**src/rtl/host_support_pkg.sv**
```systemverilog
// package for the host controller support block: register map, field
// positions, reset values, timing counts and the bus request carrier.
// assumes a single 250 MHz clock that also serves as the system bus clock.
package host_support_pkg;

    // register port geometry
    localparam int ADDR_W = 8;
    localparam int DATA_W = 32;

    // register byte offsets
    localparam logic [7:0] FAULT_ADDR_OFS = 8'h00;
    localparam logic [7:0] FAULT_DIR_OFS = 8'h04;
    localparam logic [7:0] TIMEOUT_CTRL_OFS = 8'h08;
    localparam logic [7:0] REVISION_OFS = 8'h0C;
    localparam logic [7:0] ERROR_FLAG_OFS = 8'h10;

    // field positions
    localparam int FAULT_DIR_BIT = 0;
    localparam int TIMEOUT_DIS_BIT = 0;
    localparam int ERROR_FLAG_BIT = 0;
    localparam int MAJOR_LSB = 4;
    localparam int MINOR_LSB = 0;

    // reset values
    localparam logic [31:0] FAULT_ADDR_RST = 32'h0000_0000;
    localparam logic FAULT_DIR_RST = 1'b0;
    localparam logic TIMEOUT_DIS_RST = 1'b0;

    // revision numbers, values arbitrary
    localparam logic [3:0] MAJOR_REV = 4'h1;
    localparam logic [3:0] MINOR_REV = 4'h2;

    // clock rate and timing
    localparam int CLK_MHZ = 250;
    localparam int TIMEOUT_CYCLES = 4096;
    localparam logic [12:0] TIMEOUT_LAST = 13'(TIMEOUT_CYCLES - 1);
    localparam int RESET_SLOW_CYCLES = 72;
    localparam int SLOW_CLK_MHZ = 48;
    // internal reset time in ns, then the wait in fast cycles, rounded up
    localparam int RESET_TIME_NS = (RESET_SLOW_CYCLES * 1000) / SLOW_CLK_MHZ;
    localparam int RESET_WAIT_CYCLES = (RESET_TIME_NS * CLK_MHZ + 999) / 1000;
    localparam logic [9:0] RESET_WAIT_LAST = 10'(RESET_WAIT_CYCLES - 1);

    // synchroniser depth for pin inputs
    localparam int SYNC_STAGES = 3;

    // standard interrupt sources from the controller core
    localparam int STD_IRQ_W = 6;

    // controller gating inputs, bit positions inside the synchronised group
    localparam int CFG_PAD_SEL = 0;
    localparam int CFG_HOST_EN = 1;
    localparam int CFG_MOD_EN = 2;
    localparam int CFG_PER_REL = 3;
    localparam int CFG_SOFT_RST = 4;
    localparam int CFG_W = 5;

    // one system bus access: physical address and direction
    typedef struct packed {
        logic [31:0] addr;
        logic write;
    } bus_req_t;

    // bus master state
    typedef enum logic [0:0] {
        ST_IDLE = 1'b0,
        ST_BUSY = 1'b1
    } master_state_t;

endpackage : host_support_pkg

```
**src/rtl/pin_sync.sv**
```systemverilog
// three-stage synchroniser for a group of slow pin level inputs.
// assumes inputs are levels that hold for several clocks.
`timescale 1ns/1ps
module pin_sync #(
    parameter int W = 1
) (
    input wire logic clk,
    input wire logic rstn,
    input wire logic ce,
    input wire logic [W-1:0] pin_in,
    output logic [W-1:0] level_out
);
    import host_support_pkg::*;

    logic [W-1:0] s1_r;
    logic [W-1:0] s2_r;
    logic [W-1:0] s3_r;
    logic [W-1:0] out_r;
    logic [W-1:0] out_nxt;

    // a change counts once the second and third stages agree
    genvar g;
    generate
        for (g = 0; g < W; g++) begin : g_bit
            always_comb begin
                out_nxt[g] = (s2_r[g] == s3_r[g]) ? s3_r[g] : out_r[g];
            end
        end
    endgenerate

    // stage registers, first stage read only by the second
    always_ff @(posedge clk or negedge rstn) begin
        if (!rstn) begin
            s1_r <= '0;
            s2_r <= '0;
            s3_r <= '0;
            out_r <= '0;
        end else if (ce) begin
            s1_r <= pin_in;
            s2_r <= s1_r;
            s3_r <= s2_r;
            out_r <= out_nxt;
        end
    end

    assign level_out = out_r;

endmodule : pin_sync

```
**src/rtl/host_support.sv**
```systemverilog
// host controller support logic: system bus time-out, fault capture,
// revision register, controller clock and reset gating, interrupt line.
// assumes core and system bus share clk; gating bits arrive as async pins.
`timescale 1ns/1ps
module host_support (
    input wire logic clk,
    input wire logic rstn,
    input wire logic ce,
    // register port
    input wire logic [host_support_pkg::ADDR_W-1:0] reg_addr,
    input wire logic [host_support_pkg::DATA_W-1:0] reg_wdata,
    input wire logic reg_wr,
    input wire logic reg_rd,
    output logic [host_support_pkg::DATA_W-1:0] reg_rdata,
    // gating pins
    input wire logic pad_enable_select,
    input wire logic host_enable_bit,
    input wire logic module_config_host_enable,
    input wire logic peripheral_release_bit,
    input wire logic soft_reset_bit,
    output logic ctl_clk_en,
    output logic ctl_rst_n,
    output logic ctl_ready,
    // access request from the controller core
    input wire logic core_req_valid,
    input wire host_support_pkg::bus_req_t core_req,
    output logic core_req_taken,
    output logic core_done,
    output logic core_fault,
    // system memory bus master side
    output logic bus_valid,
    output host_support_pkg::bus_req_t bus_req,
    input wire logic bus_done,
    // interrupt sources from the core
    input wire logic [host_support_pkg::STD_IRQ_W-1:0] std_irq,
    input wire logic iso_fault,
    output logic irq
);
    import host_support_pkg::*;

    // synchronised gating levels
    logic [CFG_W-1:0] cfg_pins;
    logic [CFG_W-1:0] cfg;

    assign cfg_pins = {soft_reset_bit, peripheral_release_bit, module_config_host_enable,
                       host_enable_bit, pad_enable_select};

    pin_sync #(
        .W(CFG_W)
    ) u_sync (
        .clk(clk),
        .rstn(rstn),
        .ce(ce),
        .pin_in(cfg_pins),
        .level_out(cfg)
    );

    // register read decode, used by the read path only
    function automatic logic [DATA_W-1:0] read_mux(
        input logic [ADDR_W-1:0] a,
        input logic [31:0] faddr,
        input logic fdir,
        input logic todis,
        input logic ueflag
    );
        logic [DATA_W-1:0] d;
        d = '0;
        unique case (a)
            FAULT_ADDR_OFS: d = faddr;
            FAULT_DIR_OFS: d[FAULT_DIR_BIT] = fdir;
            TIMEOUT_CTRL_OFS: d[TIMEOUT_DIS_BIT] = todis;
            REVISION_OFS: d[7:0] = {MAJOR_REV, MINOR_REV};
            ERROR_FLAG_OFS: d[ERROR_FLAG_BIT] = ueflag;
            default: d = '0;
        endcase
        return d;
    endfunction : read_mux

    // controller clock and reset gating
    logic clk_en_r;
    logic clk_en_nxt;
    logic rst_n_r;
    logic rst_n_nxt;
    logic ready_r;
    logic ready_nxt;
    logic [9:0] rst_cnt_r;
    logic [9:0] rst_cnt_nxt;
    logic run;

    // gate selection, reset release and internal reset wait
    always_comb begin
        clk_en_nxt = cfg[CFG_PAD_SEL] ? cfg[CFG_MOD_EN] : cfg[CFG_HOST_EN];
        rst_n_nxt = clk_en_nxt && cfg[CFG_PER_REL] && !cfg[CFG_SOFT_RST];
        rst_cnt_nxt = rst_cnt_r;
        ready_nxt = ready_r;
        if (!rst_n_r) begin
            rst_cnt_nxt = '0;
            ready_nxt = 1'b0;
        end else if (!ready_r) begin
            if (rst_cnt_r == RESET_WAIT_LAST) begin
                ready_nxt = 1'b1;
            end else begin
                rst_cnt_nxt = rst_cnt_r + 10'd1;
            end
        end
    end

    always_ff @(posedge clk or negedge rstn) begin
        if (!rstn) begin
            clk_en_r <= 1'b0;
            rst_n_r <= 1'b0;
            ready_r <= 1'b0;
            rst_cnt_r <= '0;
        end else if (ce) begin
            clk_en_r <= clk_en_nxt;
            rst_n_r <= rst_n_nxt;
            ready_r <= ready_nxt;
            rst_cnt_r <= rst_cnt_nxt;
        end
    end

    assign run = rst_n_r && ready_r;

    // system bus master and time-out
    master_state_t state_r;
    master_state_t state_nxt;
    bus_req_t req_r;
    bus_req_t req_nxt;
    logic [12:0] cnt_r;
    logic [12:0] cnt_nxt;
    logic taken_r;
    logic taken_nxt;
    logic done_r;
    logic done_nxt;
    logic fault_r;
    logic fault_nxt;
    logic timeout_disable_bit_r;
    logic to_fire;

    // one access in flight; address passes untranslated to the bus
    always_comb begin
        state_nxt = state_r;
        req_nxt = req_r;
        cnt_nxt = cnt_r;
        taken_nxt = 1'b0;
        done_nxt = 1'b0;
        fault_nxt = 1'b0;
        to_fire = 1'b0;
        if (!run) begin
            state_nxt = ST_IDLE;
            cnt_nxt = '0;
        end else begin
            unique case (state_r)
                ST_IDLE: begin
                    if (core_req_valid) begin
                        req_nxt = core_req;
                        cnt_nxt = '0;
                        taken_nxt = 1'b1;
                        state_nxt = ST_BUSY;
                    end
                end
                ST_BUSY: begin
                    if (bus_done) begin
                        done_nxt = 1'b1;
                        state_nxt = ST_IDLE;
                    end else if (!timeout_disable_bit_r && cnt_r == TIMEOUT_LAST) begin
                        to_fire = 1'b1;
                        fault_nxt = 1'b1;
                        state_nxt = ST_IDLE;
                    end else if (!timeout_disable_bit_r) begin
                        cnt_nxt = cnt_r + 13'd1;
                    end
                end
            endcase
        end
    end

    always_ff @(posedge clk or negedge rstn) begin
        if (!rstn) begin
            state_r <= ST_IDLE;
            req_r <= '0;
            cnt_r <= '0;
            taken_r <= 1'b0;
            done_r <= 1'b0;
            fault_r <= 1'b0;
        end else if (ce) begin
            state_r <= state_nxt;
            req_r <= req_nxt;
            cnt_r <= cnt_nxt;
            taken_r <= taken_nxt;
            done_r <= done_nxt;
            fault_r <= fault_nxt;
        end
    end

    // registers and fault capture
    logic [31:0] fault_addr_r;
    logic [31:0] fault_addr_nxt;
    logic fault_dir_r;
    logic fault_dir_nxt;
    logic timeout_disable_bit_nxt;
    logic ue_flag_r;
    logic ue_flag_nxt;
    logic [DATA_W-1:0] rdata_r;
    logic [DATA_W-1:0] rdata_nxt;
    logic irq_r;
    logic irq_nxt;
    logic ue_clear;

    assign ue_clear = reg_wr && reg_addr == ERROR_FLAG_OFS && reg_wdata[ERROR_FLAG_BIT];

    // capture on time-out only; error flag set wins over clear
    always_comb begin
        fault_addr_nxt = fault_addr_r;
        fault_dir_nxt = fault_dir_r;
        timeout_disable_bit_nxt = timeout_disable_bit_r;
        ue_flag_nxt = ue_flag_r;
        rdata_nxt = '0;
        if (!rst_n_r) begin
            fault_addr_nxt = FAULT_ADDR_RST;
            fault_dir_nxt = FAULT_DIR_RST;
            timeout_disable_bit_nxt = TIMEOUT_DIS_RST;
            ue_flag_nxt = 1'b0;
        end else begin
            if (reg_wr && reg_addr == TIMEOUT_CTRL_OFS) begin
                timeout_disable_bit_nxt = reg_wdata[TIMEOUT_DIS_BIT];
            end
            if (ue_clear) begin
                ue_flag_nxt = 1'b0;
            end
            if (to_fire) begin
                fault_addr_nxt = req_r.addr;
                fault_dir_nxt = req_r.write;
                ue_flag_nxt = 1'b1;
            end else if (run && iso_fault) begin
                ue_flag_nxt = 1'b1;
            end
        end
        if (reg_rd) begin
            rdata_nxt = read_mux(reg_addr, fault_addr_r, fault_dir_r, timeout_disable_bit_r, ue_flag_r);
        end
        // std_irq carries no overcurrent or ownership source
        irq_nxt = rst_n_r && (ue_flag_r || (|std_irq));
    end

    always_ff @(posedge clk or negedge rstn) begin
        if (!rstn) begin
            fault_addr_r <= FAULT_ADDR_RST;
            fault_dir_r <= FAULT_DIR_RST;
            timeout_disable_bit_r <= TIMEOUT_DIS_RST;
            ue_flag_r <= 1'b0;
            rdata_r <= '0;
            irq_r <= 1'b0;
        end else if (ce) begin
            fault_addr_r <= fault_addr_nxt;
            fault_dir_r <= fault_dir_nxt;
            timeout_disable_bit_r <= timeout_disable_bit_nxt;
            ue_flag_r <= ue_flag_nxt;
            rdata_r <= rdata_nxt;
            irq_r <= irq_nxt;
        end
    end

    // outputs straight from flip-flops
    assign reg_rdata = rdata_r;
    assign ctl_clk_en = clk_en_r;
    assign ctl_rst_n = rst_n_r;
    assign ctl_ready = ready_r;
    assign core_req_taken = taken_r;
    assign core_done = done_r;
    assign core_fault = fault_r;
    assign bus_valid = (state_r == ST_BUSY);
    assign bus_req = req_r;
    assign irq = irq_r;
endmodule : host_support

```
**config.mk**
```make
export PLATFORM = sky130hd
export DESIGN_NAME = host_support
export DESIGN_NICKNAME = d
export VERILOG_FILES = /design/src/rtl/host_support_pkg.sv /design/src/rtl/pin_sync.sv /design/src/rtl/host_support.sv
export SDC_FILE = /design/constraint.sdc
export NUM_CORES = 1
export LEC_CHECK = 0
export ABC_AREA = 1
export BUFFER_PORTS_ARGS = -buffer_cell sky130_fd_sc_hd__buf_2
export CORE_UTILIZATION = 50
export CTS_CLUSTER_DIAMETER = 150
export CTS_CLUSTER_SIZE = 24
export DETAILED_ROUTE_END_ITERATION = 6
export GPL_TIMING_DRIVEN = 1
export HOLD_SLACK_MARGIN = 0.05
export PLACE_DENSITY_LB_ADDON = 0.3
export SKIP_CTS_REPAIR_TIMING = 1
export SYNTH_ARGS = -nofsm -noshare
export SYNTH_HDL_FRONTEND = slang
export SYNTH_SLANG_ARGS = --single-unit
```
**constraint.sdc**
```tcl
create_clock -name clk -period 1.9 [get_ports clk]
set_input_delay 0.475 -clock clk [delete_from_list [all_inputs] [get_ports clk]]
set_output_delay 0.475 -clock clk [all_outputs]
set_load 0.02 [all_outputs]
```
==> impl_metrics.xml <==
<?xml version="1.0" encoding="UTF-8"?>
<metrics>
  <group name="final_layout">
    <metric name="final_cell_mix" unit="">212 x sky130_fd_sc_hd__nand2_1, 151 x sky130_fd_sc_hd__dfrtp_1, 132 x sky130_fd_sc_hd__buf_2, 39 x sky130_fd_sc_hd__inv_1, 36 x sky130_fd_sc_hd__nor2_1</metric>
    <metric name="most_common_library_cell_in_the_layout_ignoring_fill_and_taps" unit="">sky130_fd_sc_hd__nand2_1</metric>
    <metric name="drive_gt1_frac" unit="">0.283</metric>
    <metric name="diode_insertion_count_for_antenna_repair" unit="">0</metric>
    <metric name="fillerInstances" unit="">1032</metric>
    <metric name="final-seq-area" unit="sq um">3780</metric>
    <metric name="multi_input_area" unit="sq um">2410</metric>
    <metric name="post_layout_nets" unit="">901</metric>
    <metric name="syn2layout_area_growth" unit="%">24.7</metric>
  </group>
  <group name="sta">
    <metric name="timing_max_transition_violations_final" unit="">0</metric>
    <metric name="unrepaired_setup_endpoints_after_global_routing" unit="">no</metric>
    <metric name="timing_limited_maximum_frequency" unit="MHz">566</metric>
    <metric name="fin_crit" unit="ns">1.77</metric>
    <metric name="worst_pin_slew" unit="ns">0.476</metric>
    <metric name="clock_skew" unit="ns">0.00633</metric>
    <metric name="post-route-period-util" unit="">0.929</metric>
    <metric name="finalSetupViolations" unit="">0</metric>
    <metric name="slew_headroom" unit="">0.680</metric>
    <metric name="totalNegativeSetupSlack" unit="ns">0</metric>
    <metric name="finalHoldViolations" unit="">0</metric>
  </group>
  <group name="power">
    <metric name="ir_worst_vdd" unit="V">0.000780</metric>
    <metric name="clock_power_share" unit="">0.401</metric>
    <metric name="switchingPower" unit="W">0.00245</metric>
    <metric name="power.density" unit="nW/um^2">1090</metric>
    <metric name="power.static_leakage" unit="nW">4.24</metric>
    <metric name="totalPowerFinal" unit="W">0.00887</metric>
    <metric name="power.combinational.fraction" unit="">0.162</metric>
    <metric name="power_switching_share" unit="">0.276</metric>
    <metric name="power.sequential.fraction" unit="">0.437</metric>
    <metric name="internal_power" unit="W">0.00642</metric>
  </group>
  <group name="setup_path">
    <metric name="crit_path_start" unit="">cnt_r[0]</metric>
    <metric name="criticalPathCategory" unit="">reg -&gt; reg</metric>
    <metric name="critPathMaxFanout" unit="">33</metric>
    <metric name="cp.buffers_inverters" unit="">2</metric>
    <metric name="worst_ep_required_time" unit="ns">2.21</metric>
    <metric name="slowest_stage" unit="">sky130_fd_sc_hd__dfrtp_1</metric>
    <metric name="critPathTopFamily" unit="">simple AND/OR/NAND/NOR gates</metric>
    <metric name="cp_slowest_stage_delay" unit="ns">0.39</metric>
    <metric name="critical_path.cell_chain" unit="">ha_1, inv_1, nor2_2, nand2_2, nor2_4, nand3_4, nor2_8, nor2_2, buf_12, nand2_1, nand2_1</metric>
    <metric name="r2r_slack" unit="ns">0.13</metric>
    <metric name="critical_path.reg2reg.startpoint" unit="">cnt_r[0]</metric>
    <metric name="cp-start-kind" unit="">register</metric>
    <metric name="worstPathArrival" unit="ns">2.08</metric>
    <metric name="worstSetupEndpointType" unit="">register</metric>
  </group>
  <group name="route">
    <metric name="totalWireLength" unit="microns">14600</metric>
    <metric name="drt_iter0_drc" unit="">277</metric>
    <metric name="detailroute.via_count" unit="">5206</metric>
    <metric name="drt_drc_violations_left" unit="">0</metric>
    <metric name="pre_repair_dr_iteration_count" unit="">5</metric>
    <metric name="routed_via_density" unit="">5.25</metric>
    <metric name="antenna_violating_nets_post_route" unit="">0</metric>
    <metric name="avgRoutedWirePerCell" unit="microns">14.7</metric>
  </group>
  <group name="clock_tree">
    <metric name="clk_transition_reported_paths" unit="ns">0.06</metric>
    <metric name="cts_tree" unit="">done</metric>
    <metric name="worstSkewPairLatency" unit="ns">0.42</metric>
    <metric name="root_buffer" unit="">sky130_fd_sc_hd__clkbuf_16</metric>
    <metric name="cts_made_buffers" unit="">17</metric>
    <metric name="clock_path_buffers" unit="">2</metric>
    <metric name="max_h_tree_level" unit="">4</metric>
    <metric name="cts.sinks" unit="">151</metric>
  </group>
  <group name="global_routing">
    <metric name="grt.total_usage" unit="">0.234</metric>
    <metric name="grt_pass1_vias" unit="">5187</metric>
    <metric name="grt_max_degree" unit="">45</metric>
    <metric name="antenna_found_initial" unit="">0</metric>
    <metric name="total_global_routing_overflow" unit="">0</metric>
    <metric name="grt_first_pass_wirelength" unit="microns">24100</metric>
  </group>
  <group name="place">
    <metric name="hpwl" unit="microns">10100</metric>
    <metric name="buffer_ports.inserted" unit="">133</metric>
    <metric name="gp_congestion" unit="">0.886</metric>
  </group>
  <group name="run">
    <metric name="drv_cap" unit="">0</metric>
  </group>
  <group name="floorplanning">
    <metric name="design.die.area" unit="sq um">13500</metric>
    <metric name="rows" unit="">41</metric>
    <metric name="ios" unit="">165</metric>
    <metric name="core-area" unit="sq um">12700</metric>
    <metric name="chipHeight" unit="microns">116</metric>
    <metric name="initial_core_util" unit="">0.514</metric>
    <metric name="dieWidth" unit="microns">116</metric>
  </group>
  <group name="yosys">
    <metric name="syn_inst" unit="">663</metric>
    <metric name="mappedNetlistArea" unit="sq um">6510</metric>
    <metric name="yosys_warnings" unit="">0</metric>
    <metric name="yosys_register_bits" unit="">151</metric>
    <metric name="synth-seq-area-share" unit="">0.580</metric>
    <metric name="synth_area_per_cell" unit="sq um">9.82</metric>
    <metric name="mappedNetlistNets" unit="">758</metric>
    <metric name="post_synth_num_cell_types" unit="">37</metric>
  </group>
  <group name="outcome">
    <metric name="status" unit="">complete, no violations</metric>
  </group>
  <group name="worst_hold_path">
    <metric name="hold_path.class" unit="">in -&gt; reg</metric>
    <metric name="hold_path_startpoint" unit="">module_config_host_enable</metric>
  </group>
</metrics>
## logic make-up after synthesis
kind of cell               after synthesis  synth area share
AOI/OAI and AO/OA                       93             0.102
xor gates and xnor gates                 5           0.00672
muxes                                   33            0.0571
and+or+nand+nor                        306             0.198
buffers and inverters                   72            0.0501
adders and majority gates                3           0.00576
DFF                                    151             0.580
## sequential cells by signal (all words and copies together), names as in the netlist, 5 cells and up
signal            cells
bus_req              33
fault_addr_r         32
reg_rdata            32
cnt_r                13
rst_cnt_r            10
u_sync.level_out      5
u_sync.s1_r           5
u_sync.s2_r           5
u_sync.s3_r           5
## per-layer routing
metal  GRT usage  part of all wire
met1       0.283              0.42
met2       0.402              0.50
met3      0.0711             0.062
met4      0.0778             0.012
met5           0                 0
## worst paths after layout
path,endpoint,cells after the start
max in group asynchronous,fault_addr_r[14],3
setup reg to reg,fault_addr_r[14],11
hold reg to reg,fault_addr_r[10],2
setup / recovery,fault_addr_r[14],11
min in group asynchronous,reg_rdata[0],2
hold / removal,u_sync.s1_r[2],3
## power by group through the flow
stage	combinational (W)	sequential, W	clock, W
floorplan	0.000483	0.00425	0
global placement	0.00141	0.00390	0
detailed placement	0.00145	0.00393	0
CTS	0.00145	0.00387	0.00361
global route	0.00155	0.00393	0.00376
finish	0.00143	0.00388	0.00356
## worst min-delay path, stage by stage
cell                      delay, ns
sky130_fd_sc_hd__buf_2         0.07
sky130_fd_sc_hd__nand2_1       0.04
sky130_fd_sc_hd__o21ai_0       0.06
## metrics by stage
step	utilization	std cells	area (sq um)	hold slack (ns)	setup slack [ns]
2_1_floorplan	-	663	6510	0.179	0.167
3_3_place_gp	0.590	958	7480	0.418	0.151
3_5_place_dp	0.590	958	7480	0.424	0.0768
4_1_cts	0.640	990	8110	-0.0275	0.129
5_1_grt	0.641	991	8120	0.266	0.00694
6_report	0.641	991	8120	0.266	0.135
## synthesized netlist by cell type (all sizes together)
library cell  instances  share of area
nand2               214           0.12
inv                  42          0.024
o32ai                 1         0.0013
nor3b                 1         0.0012
nor4                  1        0.00096
nand3                23          0.020
o21bai                3         0.0052
buf                  17          0.018
o211ai                5         0.0058
o31ai                 4         0.0046
and3                  1        0.00096
o21ai                39          0.030
clkbuf               13         0.0075
o22ai                 1        0.00096
a32o                 29          0.045
nor2                 42          0.030
mux2                 33          0.057
nand4                14          0.013
a21oi                 8         0.0061
dfrtp               151           0.58
a21o                  3         0.0035
ha                    3         0.0058
or2                   2         0.0019
xor2                  4         0.0054
xnor2                 1         0.0013
nor3                  8         0.0061
## layout make-up
type                       count  area share
clock buffer                  21      0.0567
timing repair buffer         154       0.113
tap                          172      0.0265
inverter                      42      0.0194
clock inverter                11      0.0213
multi-input combinational    440       0.297
sequential                   151       0.465
(Power assumes the default switching activity.)
